[src/core/tmr_defines.svh]
`ifndef TMR_DEFINES_SVH
`define TMR_DEFINES_SVH

// File address of the counter register.
`define TIMER_COUNT_ADDR   5'h01
`define CTRL_RESET         8'h3f
`define CTRL_CS_BIT        5
`define CTRL_SE_BIT        4
`define CTRL_PA_BIT        3
`define CTRL_PS_MSB        2
`define CTRL_PS_LSB        0
`define WRITE_HOLD_CYCLES  2'h2

`endif

[src/core/tmr_pkg.sv]
package tmr_pkg;
	typedef enum logic {
		PRE_TO_TIMER,
		PRE_TO_WATCHDOG
	} pre_owner_t;
endpackage

[src/core/pre_tap_select.sv]
`include "tmr_defines.svh"
////////////////////////////////////////////////////////////////////////////////
// Picks the prescaler tap for the chosen ratio and reports its falling edge.
module pre_tap_select #(
	parameter int WIDTH = 8
) (
	input  wire logic             sys_clk,
	input  wire logic             sys_rst,
	input  wire logic [WIDTH-1:0] pre_count,
	input  wire logic [2:0]       tap,
	output logic                  tap_rise
);
	logic tap_now;
	logic tap_r;

	if (WIDTH != 8) begin : g_width_check
		$error("pre_tap_select: WIDTH must be 8");
	end

	assign tap_now = pre_count[tap];

	always_ff @(posedge sys_clk) begin
		if (sys_rst) begin
			tap_r <= 1'b0;
		end else begin
			tap_r <= tap_now;
		end
	end

	// A falling tap bit is a carry out of the selected stage.
	assign tap_rise = tap_r & ~tap_now;
endmodule // pre_tap_select

[src/core/ext_edge_sync.sv]
////////////////////////////////////////////////////////////////////////////////
// Samples the external count path twice per instruction cycle and pulses on
// the selected edge, at the next sample strobe after it is seen.
module ext_edge_sync (
	input  wire logic sys_clk,
	input  wire logic sys_rst,
	input  wire logic phase_two,
	input  wire logic phase_four,
	input  wire logic level_in,
	input  wire logic falling,
	output logic      edge_pulse
);
	logic samp_r;
	logic prev_r;
	logic hit_r;

	always_ff @(posedge sys_clk) begin
		if (sys_rst) begin
			samp_r <= 1'b0;
			prev_r <= 1'b0;
		end else if (phase_two | phase_four) begin
			samp_r <= level_in;
			prev_r <= samp_r;
		end
	end

	// Registered edge gives the short delay after synchronisation.
	always_ff @(posedge sys_clk) begin
		if (sys_rst) begin
			hit_r <= 1'b0;
		end else begin
			hit_r <= (phase_two | phase_four) &
			         (falling ? (prev_r & ~samp_r) : (~prev_r & samp_r));
		end
	end

	assign edge_pulse = hit_r;
endmodule // ext_edge_sync

[src/core/timer_counter_prescaler.sv]
//Contract
//- Eight-bit counter, read and written by core.
//- Timer mode counts each instruction cycle.
//- Write suppresses counting for two cycles.
//- Counter mode counts external input edges.
//- Edge bit: zero rising, one falling.
//- Assign bit: zero timer, one watchdog.
//- One prescaler user; other runs undivided.
//- Timer ratios 1:2 through 1:256.
//- Prescaler count hidden from software.
//- Counter writes clear timer-owned prescaler.
//- Watchdog clear clears watchdog-owned prescaler.
//- Reset zeroes the prescaler.
//- Sample external path at phases two, four.
//- External prescaling is a ripple divider; here a synchronous counter.
//- Increment lands shortly after synchronised edge.
//- Counter survives master clear and watchdog reset.
//- Watchdog ratios up to 1:128.
//- Sleep clears watchdog, and owned prescaler.
`include "tmr_defines.svh"
module timer_counter_prescaler #(
	parameter int PRE_WIDTH = 8
) (
	input  wire logic       sys_clk,
	input  wire logic       sys_rst,
	input  wire logic       phase_two,
	input  wire logic       phase_four,
	input  wire logic       instr_tick,
	input  wire logic [4:0] file_addr,
	input  wire logic       file_wr,
	input  wire logic [7:0] file_wdata,
	input  wire logic       ctrl_wr,
	input  wire logic [7:0] ctrl_wdata,
	input  wire logic       watchdog_clear_op,
	input  wire logic       sleep_op,
	input  wire logic       ext_count_input,
	input  wire logic       watchdog_tick,
	output logic [7:0]      timer_count,
	output logic            watchdog_count_pulse,
	output logic            watchdog_clear
);
	// The phase strobes and the instruction tick come from the core's clock
	// sequencer; every rate in the block is one of these strobes, the watchdog
	// tick or a carry of the prescaler, all on the single system clock.
	logic [7:0]           ctrl_r;
	logic [7:0]           count_r;
	logic [7:0]           count_nxt;
	logic [PRE_WIDTH-1:0] pre_r;
	logic [1:0]           hold_r;
	logic                 wdog_pulse_r;
	logic                 wdog_clr_r;
	tmr_pkg::pre_owner_t  owner;
	logic                 clock_source_select;
	logic                 source_edge_select;
	logic [2:0]           prescale_select;
	logic                 cnt_wr;
	logic                 ext_pulse;
	logic                 base_pulse;
	logic                 pre_in;
	logic                 pre_clr;
	logic [2:0]           tap;
	logic                 tap_rise;
	logic                 pre_out_level;
	logic                 timer_inc;
	logic [PRE_WIDTH-1:0] pre_nxt;
	logic [1:0]           hold_nxt;
	logic [7:0]           ctrl_nxt;
	logic [2:0]           timer_tap;
	logic [2:0]           wdog_tap;
	logic [2:0]           tap_q_r;
	logic                 pre_step_r;
	logic                 carry;
	logic                 wdog_nxt;
	logic                 timer_owned;
	logic                 wdog_owned;

	// The tap decode and the field slices below are written for these sizes.
	if (PRE_WIDTH != 8) begin : g_width_check
		$error("timer_counter_prescaler: PRE_WIDTH must be 8");
	end
	if (`CTRL_PS_MSB - `CTRL_PS_LSB != 2) begin : g_field_check
		$error("timer_counter_prescaler: prescale field must be three bits");
	end
	if (`WRITE_HOLD_CYCLES == 2'h0) begin : g_hold_check
		$error("timer_counter_prescaler: write hold must be nonzero");
	end

	////////////////////////////////////////////////////////////////////////////
	// Control word decode.
	// Field positions live in the defines header; the reset value selects
	// counter mode, falling edges and the prescaler on the watchdog at 1:128.
	assign clock_source_select = ctrl_r[`CTRL_CS_BIT];
	assign source_edge_select  = ctrl_r[`CTRL_SE_BIT];
	assign prescale_select     = ctrl_r[`CTRL_PS_MSB:`CTRL_PS_LSB];
	assign owner = ctrl_r[`CTRL_PA_BIT] ? tmr_pkg::PRE_TO_WATCHDOG
	                                    : tmr_pkg::PRE_TO_TIMER;
	assign cnt_wr = file_wr & (file_addr == `TIMER_COUNT_ADDR);
	assign timer_owned = (owner == tmr_pkg::PRE_TO_TIMER);
	assign wdog_owned  = (owner == tmr_pkg::PRE_TO_WATCHDOG);

	// The control word is write-only: it feeds the decode and nothing reads it.
	always_comb begin
		ctrl_nxt = ctrl_r;
		if (ctrl_wr) begin
			ctrl_nxt = ctrl_wdata;
		end
	end

	always_ff @(posedge sys_clk) begin
		if (sys_rst) begin
			ctrl_r <= `CTRL_RESET;
		end else begin
			ctrl_r <= ctrl_nxt;
		end
	end

	////////////////////////////////////////////////////////////////////////////
	// External path. The pin is sampled at phases two and four and the chosen
	// edge becomes a one-cycle pulse; in counter mode that pulse, not the raw
	// pin, steps the prescaler, or the counter when the watchdog owns the prescaler. Inputs are synchronous here, so the
	// divider may sit after the sampler without losing edges, as long as the
	// source keeps each level for two clocks or more. A faster source needs a
	// true ripple stage on the pin side, which this block does not provide.
	ext_edge_sync u_sync (
		.sys_clk    (sys_clk),
		.sys_rst    (sys_rst),
		.phase_two  (phase_two),
		.phase_four (phase_four),
		.level_in   (ext_count_input),
		.falling    (source_edge_select),
		.edge_pulse (ext_pulse)
	);

	// Timer mode counts instruction ticks, counter mode the external pulse.
	always_comb begin
		base_pulse = instr_tick;
		if (clock_source_select) begin
			base_pulse = ext_pulse;
		end
	end

	////////////////////////////////////////////////////////////////////////////
	// Prescaler. Its owner decides both what steps it and what clears it.
	always_comb begin
		unique case (owner)
			tmr_pkg::PRE_TO_TIMER: begin
				pre_in  = base_pulse;
				pre_clr = cnt_wr;
			end
			tmr_pkg::PRE_TO_WATCHDOG: begin
				pre_in  = watchdog_tick;
				pre_clr = watchdog_clear_op | sleep_op;
			end
		endcase
	end

	// Synchronous stand-in for the ripple divider: each bit is a symmetric
	// half-rate of the one below it.
	always_comb begin
		pre_nxt = pre_r;
		if (pre_clr) begin
			pre_nxt = '0;
		end else if (pre_in) begin
			pre_nxt = pre_r + 1'b1;
		end
	end

	always_ff @(posedge sys_clk) begin
		if (sys_rst) begin
			pre_r <= '0;
		end else begin
			pre_r <= pre_nxt;
		end
	end

	// Marks a cycle in which the prescaler has just stepped. A clear also
	// drops the tap bit, and that fall must not pass for a carry.
	always_ff @(posedge sys_clk) begin
		if (sys_rst) begin
			pre_step_r <= 1'b0;
		end else begin
			pre_step_r <= pre_in & ~pre_clr;
		end
	end

	////////////////////////////////////////////////////////////////////////////
	// Tap and carry.

	// Timer ratio 2^(n+1) is the carry out of bit n.
	always_comb begin
		unique case (prescale_select)
			3'h0: timer_tap = 3'h0;
			3'h1: timer_tap = 3'h1;
			3'h2: timer_tap = 3'h2;
			3'h3: timer_tap = 3'h3;
			3'h4: timer_tap = 3'h4;
			3'h5: timer_tap = 3'h5;
			3'h6: timer_tap = 3'h6;
			3'h7: timer_tap = 3'h7;
		endcase
	end

	// Watchdog ratio 2^n is the carry out of bit n-1. A zero field bypasses
	// the divider, so its tap is never used and is parked on bit zero.
	always_comb begin
		unique case (prescale_select)
			3'h0: wdog_tap = 3'h0;
			3'h1: wdog_tap = 3'h0;
			3'h2: wdog_tap = 3'h1;
			3'h3: wdog_tap = 3'h2;
			3'h4: wdog_tap = 3'h3;
			3'h5: wdog_tap = 3'h4;
			3'h6: wdog_tap = 3'h5;
			3'h7: wdog_tap = 3'h6;
		endcase
	end

	always_comb begin
		unique case (owner)
			tmr_pkg::PRE_TO_TIMER:    tap = timer_tap;
			tmr_pkg::PRE_TO_WATCHDOG: tap = wdog_tap;
		endcase
	end

	// The tap stage registers the chosen bit and flags its fall.
	pre_tap_select #(
		.WIDTH (PRE_WIDTH)
	) u_tap (
		.sys_clk   (sys_clk),
		.sys_rst   (sys_rst),
		.pre_count (pre_r),
		.tap       (tap),
		.tap_rise  (tap_rise)
	);

	// Remembers the tap in use, so that a control write moving the tap cannot
	// turn the difference between two prescaler bits into a false carry.
	always_ff @(posedge sys_clk) begin
		if (sys_rst) begin
			tap_q_r <= 3'h0;
		end else begin
			tap_q_r <= tap;
		end
	end

	assign carry         = tap_rise & pre_step_r & (tap == tap_q_r);
	assign pre_out_level = carry;

	////////////////////////////////////////////////////////////////////////////
	// Counter increment source.
	// With the prescaler elsewhere the counter takes the undivided source.
	always_comb begin
		unique case (owner)
			tmr_pkg::PRE_TO_TIMER: begin
				timer_inc = pre_out_level;
			end
			tmr_pkg::PRE_TO_WATCHDOG: begin
				timer_inc = base_pulse;
			end
		endcase
	end

	////////////////////////////////////////////////////////////////////////////
	// Watchdog side.

	// Watchdog gets its undivided tick unless it owns the prescaler with a
	// nonzero ratio field.
	always_comb begin
		wdog_nxt = watchdog_tick;
		if (wdog_owned && prescale_select != 3'h0) begin
			wdog_nxt = carry;
		end
	end

	always_ff @(posedge sys_clk) begin
		if (sys_rst) begin
			wdog_pulse_r <= 1'b0;
		end else begin
			wdog_pulse_r <= wdog_nxt;
		end
	end

	// Clear and sleep both restart the watchdog one cycle after the request,
	// whoever owns the prescaler.
	always_ff @(posedge sys_clk) begin
		if (sys_rst) begin
			wdog_clr_r <= 1'b0;
		end else begin
			wdog_clr_r <= watchdog_clear_op | sleep_op;
		end
	end

	////////////////////////////////////////////////////////////////////////////
	// Write inhibit: two instruction cycles without counting after a write.
	// The hold counts instruction ticks, not clocks, so it spans the same
	// time in timer and counter mode.
	always_comb begin
		hold_nxt = hold_r;
		if (cnt_wr) begin
			hold_nxt = `WRITE_HOLD_CYCLES;
		end else if (instr_tick && hold_r != 2'h0) begin
			hold_nxt = hold_r - 2'h1;
		end
	end

	always_ff @(posedge sys_clk) begin
		if (sys_rst) begin
			hold_r <= 2'h0;
		end else begin
			hold_r <= hold_nxt;
		end
	end

	////////////////////////////////////////////////////////////////////////////
	// Counter register.

	// A write takes priority over an increment that falls in the same cycle;
	// the increment is lost, which the write inhibit would suppress anyway.
	always_comb begin
		count_nxt = count_r;
		if (cnt_wr) begin
			count_nxt = file_wdata;
		end else if (timer_inc && hold_r == 2'h0) begin
			count_nxt = count_r + 8'h01;
		end
	end

	// No reset term: the count keeps its value through every reset.
	always_ff @(posedge sys_clk) begin
		count_r <= count_nxt;
	end

	// The count output is the register itself; the prescaler has no port.
	assign timer_count          = count_r;
	assign watchdog_count_pulse = wdog_pulse_r;
	assign watchdog_clear       = wdog_clr_r;
endmodule // timer_counter_prescaler

[config.mk]
export PLATFORM = sky130hd
export DESIGN_NAME = timer_counter_prescaler
export DESIGN_NICKNAME = d
export VERILOG_FILES = /design/src/core/tmr_pkg.sv /design/src/core/pre_tap_select.sv /design/src/core/ext_edge_sync.sv /design/src/core/timer_counter_prescaler.sv
export VERILOG_INCLUDE_DIRS = /design/src /design/src/core
export SDC_FILE = /design/constraint.sdc
export NUM_CORES = 1
export LEC_CHECK = 0
export BUFFER_PORTS_ARGS = -buffer_cell sky130_fd_sc_hd__buf_4
export CAP_MARGIN = 25
export CELL_PAD_IN_SITES_DETAIL_PLACEMENT = 1
export CELL_PAD_IN_SITES_GLOBAL_PLACEMENT = 2
export CORE_MARGIN = 2
export CORE_UTILIZATION = 34
export CTS_BUF_LIST = sky130_fd_sc_hd__clkbuf_4
export DETAILED_ROUTE_END_ITERATION = 7
export PLACE_DENSITY_LB_ADDON = 0.1
export SYNTH_ARGS = -nofsm -noshare
export SYNTH_HDL_FRONTEND = slang
export SYNTH_SLANG_ARGS = --single-unit
[constraint.sdc]
create_clock -name sys_clk -period 3.35 [get_ports sys_clk]
set_clock_uncertainty 0.15 [all_clocks]
set_input_delay 0.8375 -clock sys_clk [delete_from_list [all_inputs] [get_ports sys_clk]]
set_output_delay 0.8375 -clock sys_clk [all_outputs]
set_load 0.05 [all_outputs]
### Word-level counts from Yosys, hierarchy flattened

Memories as Yosys holds them, arrays and structs flattened. A register that Yosys moved wholly into a read port is not among the register bits.
Cells that the tools add are included.

* bits in registers: 34
* bits in read-only memories: 48
* input port bits: 32
* logic and storage cells: 64
* memories: 2

Memory list
* (name not given): words 8, bits a word 3, rd ports 1, clocked after memory_dff 1, write ports 0, RTL line timer_counter_prescaler.sv:206 `unique case (prescale_select)`
* (name not given): words 8, bits a word 3, rd ports 1, clocked after memory_dff 1, write ports 0, RTL line timer_counter_prescaler.sv:191 `unique case (prescale_select)`

* $add $sub $neg: 3
* magnitude comparators: 1
* equality and inequality tests: 2
* mux-type cells: 18
* bitwise logic cells: 15
* reduce and logical (&&, ||, !) cells: 10

Operators by type and width (number)
* adder 8 x 1 -> 8 bit, second input constant: 2
* 2-to-1 mux 8 bit: 2
* 2-to-1 mux 3 bit: 4
* bitwise AND 1 bit: 8
* one-hot mux 1 bit (2 select lines): 3
* one-hot mux 3 bit (2 select lines): 1
* nonzero test 2 bit: 3
* equality test 5 x 1 -> 1 bit, second input constant: 1
* 2-to-1 mux 1 bit: 5
* NOT 1 bit: 5
* < comparator 3 x 4 -> 1 bit, second input constant: 1
* 2-to-1 mux 2 bit: 2
* OR reduction 2 bit: 2
* binary-select mux 1 bit (select 3 bit): 1
* equality test 3 bit: 1
* logical AND 1 bit: 3
* nonzero test 3 bit: 1
* logical NOT 2 bit: 1
* OR 1 bit: 2
* subtractor 2 x 1 -> 2 bit, second input constant: 1

### Logic depth before layout (Yosys ltp)

Gate-level depths: netlist of the first run.

* depth after elaboration: 13
* depth in mapped cells: 7
* gate-level depth less buffers: 6

### Cells and area by module

A second synthesis of the first run with hierarchy kept.

* cell total of the unflattened synthesis: 194
* area total of the unflattened synthesis: 1890.6 µm²

By module, submodules not included
* timer_counter_prescaler: times used 1, cells each 169, area an instance 1652.8 µm²
* ext_edge_sync: times used 1, cells each 13, area an instance 130.1 µm²
* pre_tap_select: times used 1, cells each 12, area an instance 107.6 µm²

### Worst setup path after synthesis of the first run

OpenSTA, ideal clock, no wires.

* path type: reg2reg
* from: register ctrl_r[3]
* to: register count_r[0], in the netlist timer_count[0], enable pin
* data arrival time: 1.873 ns
* required time: 2.863 ns
* slack: 0.991 ns
* stages on the path, launching flop included: 7
* buffers on the path: 1
* clock period less this slack: 2.359 ns
* cell sequence: dfxtp_1 buf_4 mux2i_2 mux4_2 mux2i_1 nand4b_1 nand3_1

* word-level cells in the longest chain between the ends: 12

RTL lines
* from (decl): RTL line timer_counter_prescaler.sv:45 `logic [7:0] ctrl_r;`
* from (signal assigned): RTL line timer_counter_prescaler.sv:111 `` ctrl_r <= `CTRL_RESET; ``
* from (signal assigned): RTL line timer_counter_prescaler.sv:113 `ctrl_r <= ctrl_nxt;`
* 2-to-1 mux 1 bit (*): RTL line timer_counter_prescaler.sv:95 `` assign owner = ctrl_r[`CTRL_PA_BIT] ? tmr_pkg::PRE_TO_WATCHDOG ``
* NOT 1 bit: RTL line timer_counter_prescaler.sv:219, timer_counter_prescaler.sv:253
* one-hot mux 3 bit (2 select lines): RTL line timer_counter_prescaler.sv:219 `unique case (owner)`
* binary-select mux 1 bit (select 3 bit): RTL line pre_tap_select.sv:20 `assign tap_now = pre_count[tap];`
* 2-to-1 mux 1 bit (implied by the code): RTL line pre_tap_select.sv:20
* NOT 1 bit: RTL line pre_tap_select.sv:31 `assign tap_rise = tap_r & ~tap_now;`
* bitwise AND 1 bit: RTL line pre_tap_select.sv:31
* bitwise AND 1 bit (2 in series): RTL line timer_counter_prescaler.sv:246 `assign carry = tap_rise & pre_step_r & (tap == tap_q_r);`
* one-hot mux 1 bit (2 select lines) (*): RTL line timer_counter_prescaler.sv:253 `unique case (owner)`
* logical AND 1 bit (*): RTL line timer_counter_prescaler.sv:323 `end else if (timer_inc && hold_r == 2'h0) begin`
* nonzero test 2 bit (no line) (*)
* to (signal assigned): RTL line timer_counter_prescaler.sv:330 `count_r <= count_nxt;`
* to (decl): RTL line timer_counter_prescaler.sv:46 `logic [7:0] count_r;`

Every way passes the cells marked *; elsewhere a longest branch is shown, timed or not. The select of a mux whose other input is x is not followed.
A chain may end at the register's enable or synchronous reset.

### Worst setup path in the final report of the first run

* from: register ctrl_r[3]
* to: register count_r[5], in the netlist timer_count[5], enable pin

Same word-level chain as after synthesis.

==> results of run 1 <==
==> worst max path at each step <==
stage,from,end,slack [ps]
after floorplan,ctrl_r[3],timer_count[0],990
after global placement,ctrl_r[3],timer_count[7],560
after detailed placement,ctrl_r[3],timer_count[5],500
after CTS,ctrl_r[3],timer_count[5],500
after global routing,ctrl_r[3],timer_count[7],370
final,ctrl_r[3],timer_count[5],550
==> layout make-up <==
| cell class | count | area (µm²) | share of cell area |
|---|---|---|---|
| sequential | 40 | 881 | 0.399 |
| multi-input combinational | 126 | 847 | 0.383 |
| clock inverter | 3 | 37.5 | 0.0170 |
| timing repair buffer | 40 | 300 | 0.136 |
| inverter | 5 | 18.8 | 0.00849 |
| tap | 70 | 87.6 | 0.0396 |
| clock buffer | 5 | 37.5 | 0.0170 |
==> per-layer routing <==
metal | GRT usage | part of all wire
met1 | 0.168 | 0.44
met2 | 0.239 | 0.49
met3 | 0.0521 | 0.054
met4 | 0.0491 | 0.015
met5 | 0 | 0
==> cell families (layout without fill, tap and decap cells) <==
family	count (synthesis)	in the layout	synth area share
AO/OA/AOI/OAI	21	21	0.0637
XOR/XNOR	17	17	0.0842
adder cells (fa/ha/maj)	6	6	0.0424
buffers and inverters	10	53	0.0233
flip-flops	40	40	0.498
multiplexers	16	16	0.112
AND/OR/NAND/NOR	66	66	0.177
==> power breakdown <==
| part | leakage, nW | switching [mW] | internal, mW |
|---|---|---|---|
| Sequential | 0.336 | 0.0174 | 0.520 |
| Combinational | 0.542 | 0.0791 | 0.0714 |
| Clock | 0.0430 | 0.158 | 0.153 |
==> through the flow <==
stage	std cells	setup slack (ps)	instance area [µm²]	hold slack [ps]
global route	289	370	2210	385
floorplan	176	991	1770	291
global placement	281	559	2130	298
CTS	289	501	2210	346
finish	289	548	2210	342
detailed placement	281	504	2130	329
==> cell usage in the layout (no fill, tap or decap), types with 2 or more instances in the layout <==
| cell | instances |
|---|---|
| nand3_1 | 7 |
| edfxtp_1 | 8 |
| xnor2_1 | 6 |
| and3_1 | 5 |
| nand2_1 | 15 |
| mux2_2 | 4 |
| mux2i_2 | 2 |
| nand4_1 | 4 |
| xor2_1 | 11 |
| mux2i_1 | 8 |
| inv_1 | 5 |
| nor2b_1 | 5 |
| a21oi_1 | 14 |
| buf_4 | 40 |
| clkbuf_4 | 5 |
| o21ai_0 | 4 |
| dfxtp_1 | 32 |
| ha_1 | 6 |
| nor2_1 | 24 |
| mux4_2 | 2 |
==> flip-flops by register name (all words and copies together), names as in the netlist <==
name and flops:
ctrl_r 6, watchdog_clear 1, pre_r 8, wdog_tap 3, pre_step_r 1, timer_count 8
tap_q_r 3, timer_tap 3, u_sync.prev_r 1, u_sync.edge_pulse 1, hold_r 2, watchdog_count_pulse 1
u_tap.tap_r 1, u_sync.samp_r 1
==> critical path: stages, from the launching register on <==
cell and delay, ps:
dfxtp_1 640, mux2i_2 420, mux4_2 540, mux2i_1 250, nand4b_1 130, nand3_1 360
==> impl_metrics.tcl, run 1 <==
set metrics [dict create \
    status "complete, no violations" \
    fin_nets 256 \
    rr_worst_depth 5 \
    min_to "u_sync.prev_r" \
    hold_viol 0 \
    syn_inst 176 \
    grt_pass1_vias 1413 \
    yosys.area.top_type "dfxtp_1" \
    crit_required_ps 3230 \
    final_util 0.435 \
    min_path_cells 2 \
    chipHeight_um 76.1 \
    drt-total-wl_um 3830 \
    synth_fp_nets 214 \
    drt-vias-per-instance 4.71 \
    drive_above_1_share 0.251 \
    drv_slew 0 \
    r2r_start "ctrl_r[3]" \
    synth_seq_cells 40 \
    gp_congestion 0.737 \
    max_clock_freq_ghz 0.357 \
    synth_edf_count 8 \
    ctsHoldBuffers 0 \
    post_drt_wl_per_cell_um 13.3 \
    synthArstFlopShare 0 \
    grt_pass1_wl_um 6620 \
    num-fill-cells 600 \
    portBuffers 39 \
    critPathArrivalTime_ps 2680 \
    syn2layout_area_growth_pct 24.9 \
    synth_area_mm2 0.00177 \
    power.leakage_nw 0.921 \
    synthTopCellsByArea "dfxtp_1, edfxtp_1, xor2_1" \
    cts_setup_buffers 0 \
    cts_tree "done" \
    rows 26 \
    drc 0 \
    cts_resized 0 \
    irDropWorstVdd_uv 272 \
    drtIter0Drc 58 \
    initial_core_util 0.349 \
    clock_latency_ps 350 \
    die_x_um 76.1 \
    synth_area_per_cell_um2 10.1 \
    setup_viol 0 \
    post-dp-hpwl_um 2940 \
    period_share 0.836 \
    coreArea_mm2 0.00507 \
    clk_pin_slew_ps 130 \
    path_class "flip-flop to flip-flop" \
    fin_crit_ps 2800 \
    synth_common_cells "dfxtp_1, nor2_1, nand2_1, a21oi_1, xor2_1" \
    worstHoldPathType "flip-flop to flip-flop" \
    grt.total_usage 0.142 \
    antenna_found_initial 0 \
    cts-buffers-inserted 5 \
    total_power_uw 999 \
    r2r_end "timer_count[5]" \
    synth_cell_types 29 \
    grt_max_degree 16 \
    ff2ff_setup_slack_ps 550 \
    io_pins 42 \
    root_buffer "clkbuf_4" \
    fp.dieArea_mm2 0.00580 \
    num_vias 1360 \
    grt.overflow.total 0 \
    hold_path.startpoint "u_sync.prev_r" \
    finalSetupTns_ps 0 \
    clkSinkCount 40 \
    antennaDiodeCount 0 \
    cp-start-kind "flip-flop" \
    relSlewSlack 0.508 \
    synth.most_common_cell "dfxtp_1" \
    ant_nets 0 \
    cp_max_fo 10 \
    rsz0062_at_grt "false" \
    synth_top_area_share 0.362 \
    worstMarginPinSlew_ps 734 \
    cts_buffer_depth 2 \
    h-tree-depth 2 \
    drv_cap 0 \
    powerDensity_mw_per_mm2 452 \
    synthFlopType "dfxtp_1" \
    end_kind "flip-flop" \
    drt_first_pass_iters 4 \
    yosysSeqAreaShare 0.498 \
    ys_warn_count 0 \
]
Note: power is estimated with default switching activity, not from simulation.
==> run 2, diff against run 1 <==
--- a/config.mk
+++ b/config.mk
@@ -6,12 +6,13 @@
 export SDC_FILE = /design/constraint.sdc
 export NUM_CORES = 1
 export LEC_CHECK = 0
+export ABC_AREA = 1
 export BUFFER_PORTS_ARGS = -buffer_cell sky130_fd_sc_hd__buf_4
 export CAP_MARGIN = 25
 export CELL_PAD_IN_SITES_DETAIL_PLACEMENT = 1
 export CELL_PAD_IN_SITES_GLOBAL_PLACEMENT = 2
 export CORE_MARGIN = 2
-export CORE_UTILIZATION = 34
+export CORE_UTILIZATION = 31
 export CTS_BUF_LIST = sky130_fd_sc_hd__clkbuf_4
 export DETAILED_ROUTE_END_ITERATION = 7
 export PLACE_DENSITY_LB_ADDON = 0.1
==> constraint.sdc (replaced) <==
create_clock -name sys_clk -period 2.7 [get_ports sys_clk]
set_clock_uncertainty 0.15 [all_clocks]
set_input_delay 0.675 -clock sys_clk [delete_from_list [all_inputs] [get_ports sys_clk]]
set_output_delay 0.675 -clock sys_clk [all_outputs]
set_load 0.05 [all_outputs]
==> run 2 against run 1 <==
Against the previous run:
- register-to-register slack better by 20 ps
- sequential power is 29% higher
- clock power fell by 4%
- first-iteration DRC count increased by 3.4%
- synthesized cell count up 51%
- power is 31% higher
- sequential share of layout area shrank 3.2 points
- maximum frequency up 31%
- via count grew 30%
- critical endpoint is now timer_count[6]
==> impl_metrics.tcl, run 2 <==
set metrics [dict create \
    root_buffer "clkbuf_4" \
    grt_pass1_vias 1725 \
    p_sw_frac 0.327 \
    portBuffers 39 \
    worst_path_max_delay_cell "dfxtp_1" \
    dpl_cell_area_mm2 0.00235 \
    drive_above_1_share 0.197 \
    irDropWorstVdd_uv 235 \
    post-dp-hpwl_um 3620 \
    layout.cells.most_common "nand2_1" \
    cp_top_family "simple AND/OR/NAND/NOR gates" \
    chipHeight_um 83.8 \
    clk_pin_slew_ps 120 \
    path_buf_inv 3 \
    synthArstFlopShare 0 \
    setup_viol 0 \
    synth_common_cells "nand2_1, inv_1, dfxtp_1, nor2_1, o21ai_0" \
    crit_chain "inv_2 > nand2_1 > nand2_2 > inv_2 > nor2_1 > nor2_1 > nand2_1 > nor2_1 > nand2_1 > a21oi_1 > buf_4" \
    drt-total-wl_um 4610 \
    power.leakage_nw 1.10 \
    syn2layout_area_growth_pct 21.8 \
    fin_nets 347 \
    critPathArrivalTime_ps 2050 \
    max_clock_freq_ghz 0.469 \
    rsz0062_at_grt "false" \
    post_drt_wl_per_cell_um 11.9 \
    synth_top_area_share 0.324 \
    p_sw_uw 428 \
    synthFlopType "dfxtp_1" \
    cp-start-kind "flip-flop" \
    num_vias 1763 \
    worstMarginPinSlew_ps 466 \
    end_kind "flip-flop" \
    die_x_um 83.8 \
    final_util 0.385 \
    period_share 0.790 \
    cts_resized 0 \
    clkPwrFrac 0.228 \
    finalSetupTns_ps 0 \
    initial_core_util 0.316 \
    cts_setup_buffers 0 \
    synthTopCellsByArea "dfxtp_1, nand2_1, edfxtp_1" \
    path_class "flip-flop to flip-flop" \
    drtIter0Drc 60 \
    rows 29 \
    antennaDiodeCount 0 \
    synth_edf_count 8 \
    clkSinkCount 40 \
    h-tree-depth 2 \
    synth.most_common_cell "nand2_1" \
    status "complete, no violations" \
    drt-vias-per-instance 4.56 \
    drv_slew 0 \
    synth_cell_types 28 \
    drt_first_pass_iters 4 \
    hold_viol 0 \
    coreArea_mm2 0.00624 \
    clock_latency_ps 350 \
    synth_area_per_cell_um2 7.45 \
    cts-buffers-inserted 5 \
    cts_tree "done" \
    io_pins 42 \
    grt.overflow.total 0 \
    ys_warn_count 0 \
    yosysSeqAreaShare 0.446 \
    yosys.area.top_type "dfxtp_1" \
    final_cell_mix "nand2_1, buf_4, inv_1" \
    powerDensity_mw_per_mm2 544 \
    relSlewSlack 0.688 \
    syn_inst 265 \
    grt_pass1_wl_um 7990 \
    crit_required_ps 2620 \
    ant_nets 0 \
    grt_max_degree 15 \
    drv_cap 0 \
    worstHoldPathType "flip-flop to flip-flop" \
    antenna_found_initial 0 \
    fin_crit_ps 2130 \
    ctsHoldBuffers 0 \
    grt.total_usage 0.140 \
    p_comb_frac 0.242 \
    synth_area_mm2 0.00197 \
    design_area_mm2 0.00240 \
    max_stage_delay_ps 470 \
    drc 0 \
    fp.dieArea_mm2 0.00702 \
    synth_fp_nets 303 \
    pwr-share-seq 0.531 \
    power.internal_uw 881 \
    gp_congestion 0.762 \
    cts_buffer_depth 2 \
    synth_seq_cells 40 \
    cp_max_fo 12 \
]
[run 2: cell types whose count changed after synthesis, sizes merged, moves of 5 or more]
cell   delta
and3      -5
mux2i    -10
inv      +37
nand3    +11
o21ai    +18
nand2    +61
xor2      -5
nor2b     -5
[run 2: tightest hold or removal path: cells and delay by family (launching register included)]
| kind | cells | cell delay, ps |
|---|---|---|
| compound gates | 1 | 60 |
| flops | 1 | 330 |
| simple gates | 1 | 60 |
[run 2: stage by stage]
step | hold WS [ps] | setup slack [ps] | cells | power [mW]
6_report | 327 | 566 | 387 | 1.31
5_1_grt | 353 | 303 | 387 | 1.40
4_1_cts | 330 | 520 | 387 | 1.33
3_5_place_dp | 312 | 406 | 379 | 1.03
3_3_place_gp | 304 | 405 | 379 | 1.02
2_1_floorplan | 291 | 440 | 265 | 0.917
[run 2: cell type report]
class	count	area, µm²
Clock inverter	3	13.8
Tap cell	77	96.3
Sequential cell	40	881
Multi-Input combinational cell	179	908
Timing Repair Buffer	41	308
Clock buffer	5	37.5
Fill cell	816	3840
Inverter	42	160
[run 2: logic make-up (layout without fill, tap and decap cells)]
kind of cell	Yosys count	after routing	share of synthesized area
fa+ha+maj	6	6	0.0380
simple gates	122	122	0.261
compound gates	41	41	0.115
buf+inv	46	91	0.0938
xor+xnor	9	9	0.0399
flops	40	40	0.446
mux	1	1	0.00570
[run 2: path summary, 6_finish.rpt]
check / from / to / slack [ps] / cells past startpoint
setup / recovery: ctrl_r[3] / timer_count[6] / 570 / 11
hold / removal: pre_r[6] / pre_r[6] / 330 / 2
setup reg to reg: ctrl_r[3] / timer_count[6] / 570 / 11
hold reg to reg: pre_r[6] / pre_r[6] / 330 / 2
[run 2: layer usage]
| metal | up-vias | wire length [µm] | track usage |
|---|---|---|---|
| met4 | 0 | 70 | 0.0440 |
| met1 | 805 | 2170 | 0.177 |
| li1 | 926 | - | - |
| met2 | 26 | 2180 | 0.232 |
| met5 | - | 0 | 0 |
| met3 | 6 | 188 | 0.0376 |
[run 2: power by group through the flow]
| stage | Sequential [mW] | Clock (mW) | Combinational [mW] |
|---|---|---|---|
| 2_1_floorplan | 0.765 | 0 | 0.152 |
| 3_3_place_gp | 0.707 | 0 | 0.315 |
| 3_5_place_dp | 0.709 | 0 | 0.322 |
| 4_1_cts | 0.696 | 0.313 | 0.323 |
| 5_1_grt | 0.702 | 0.338 | 0.356 |
| 6_report | 0.695 | 0.298 | 0.316 |
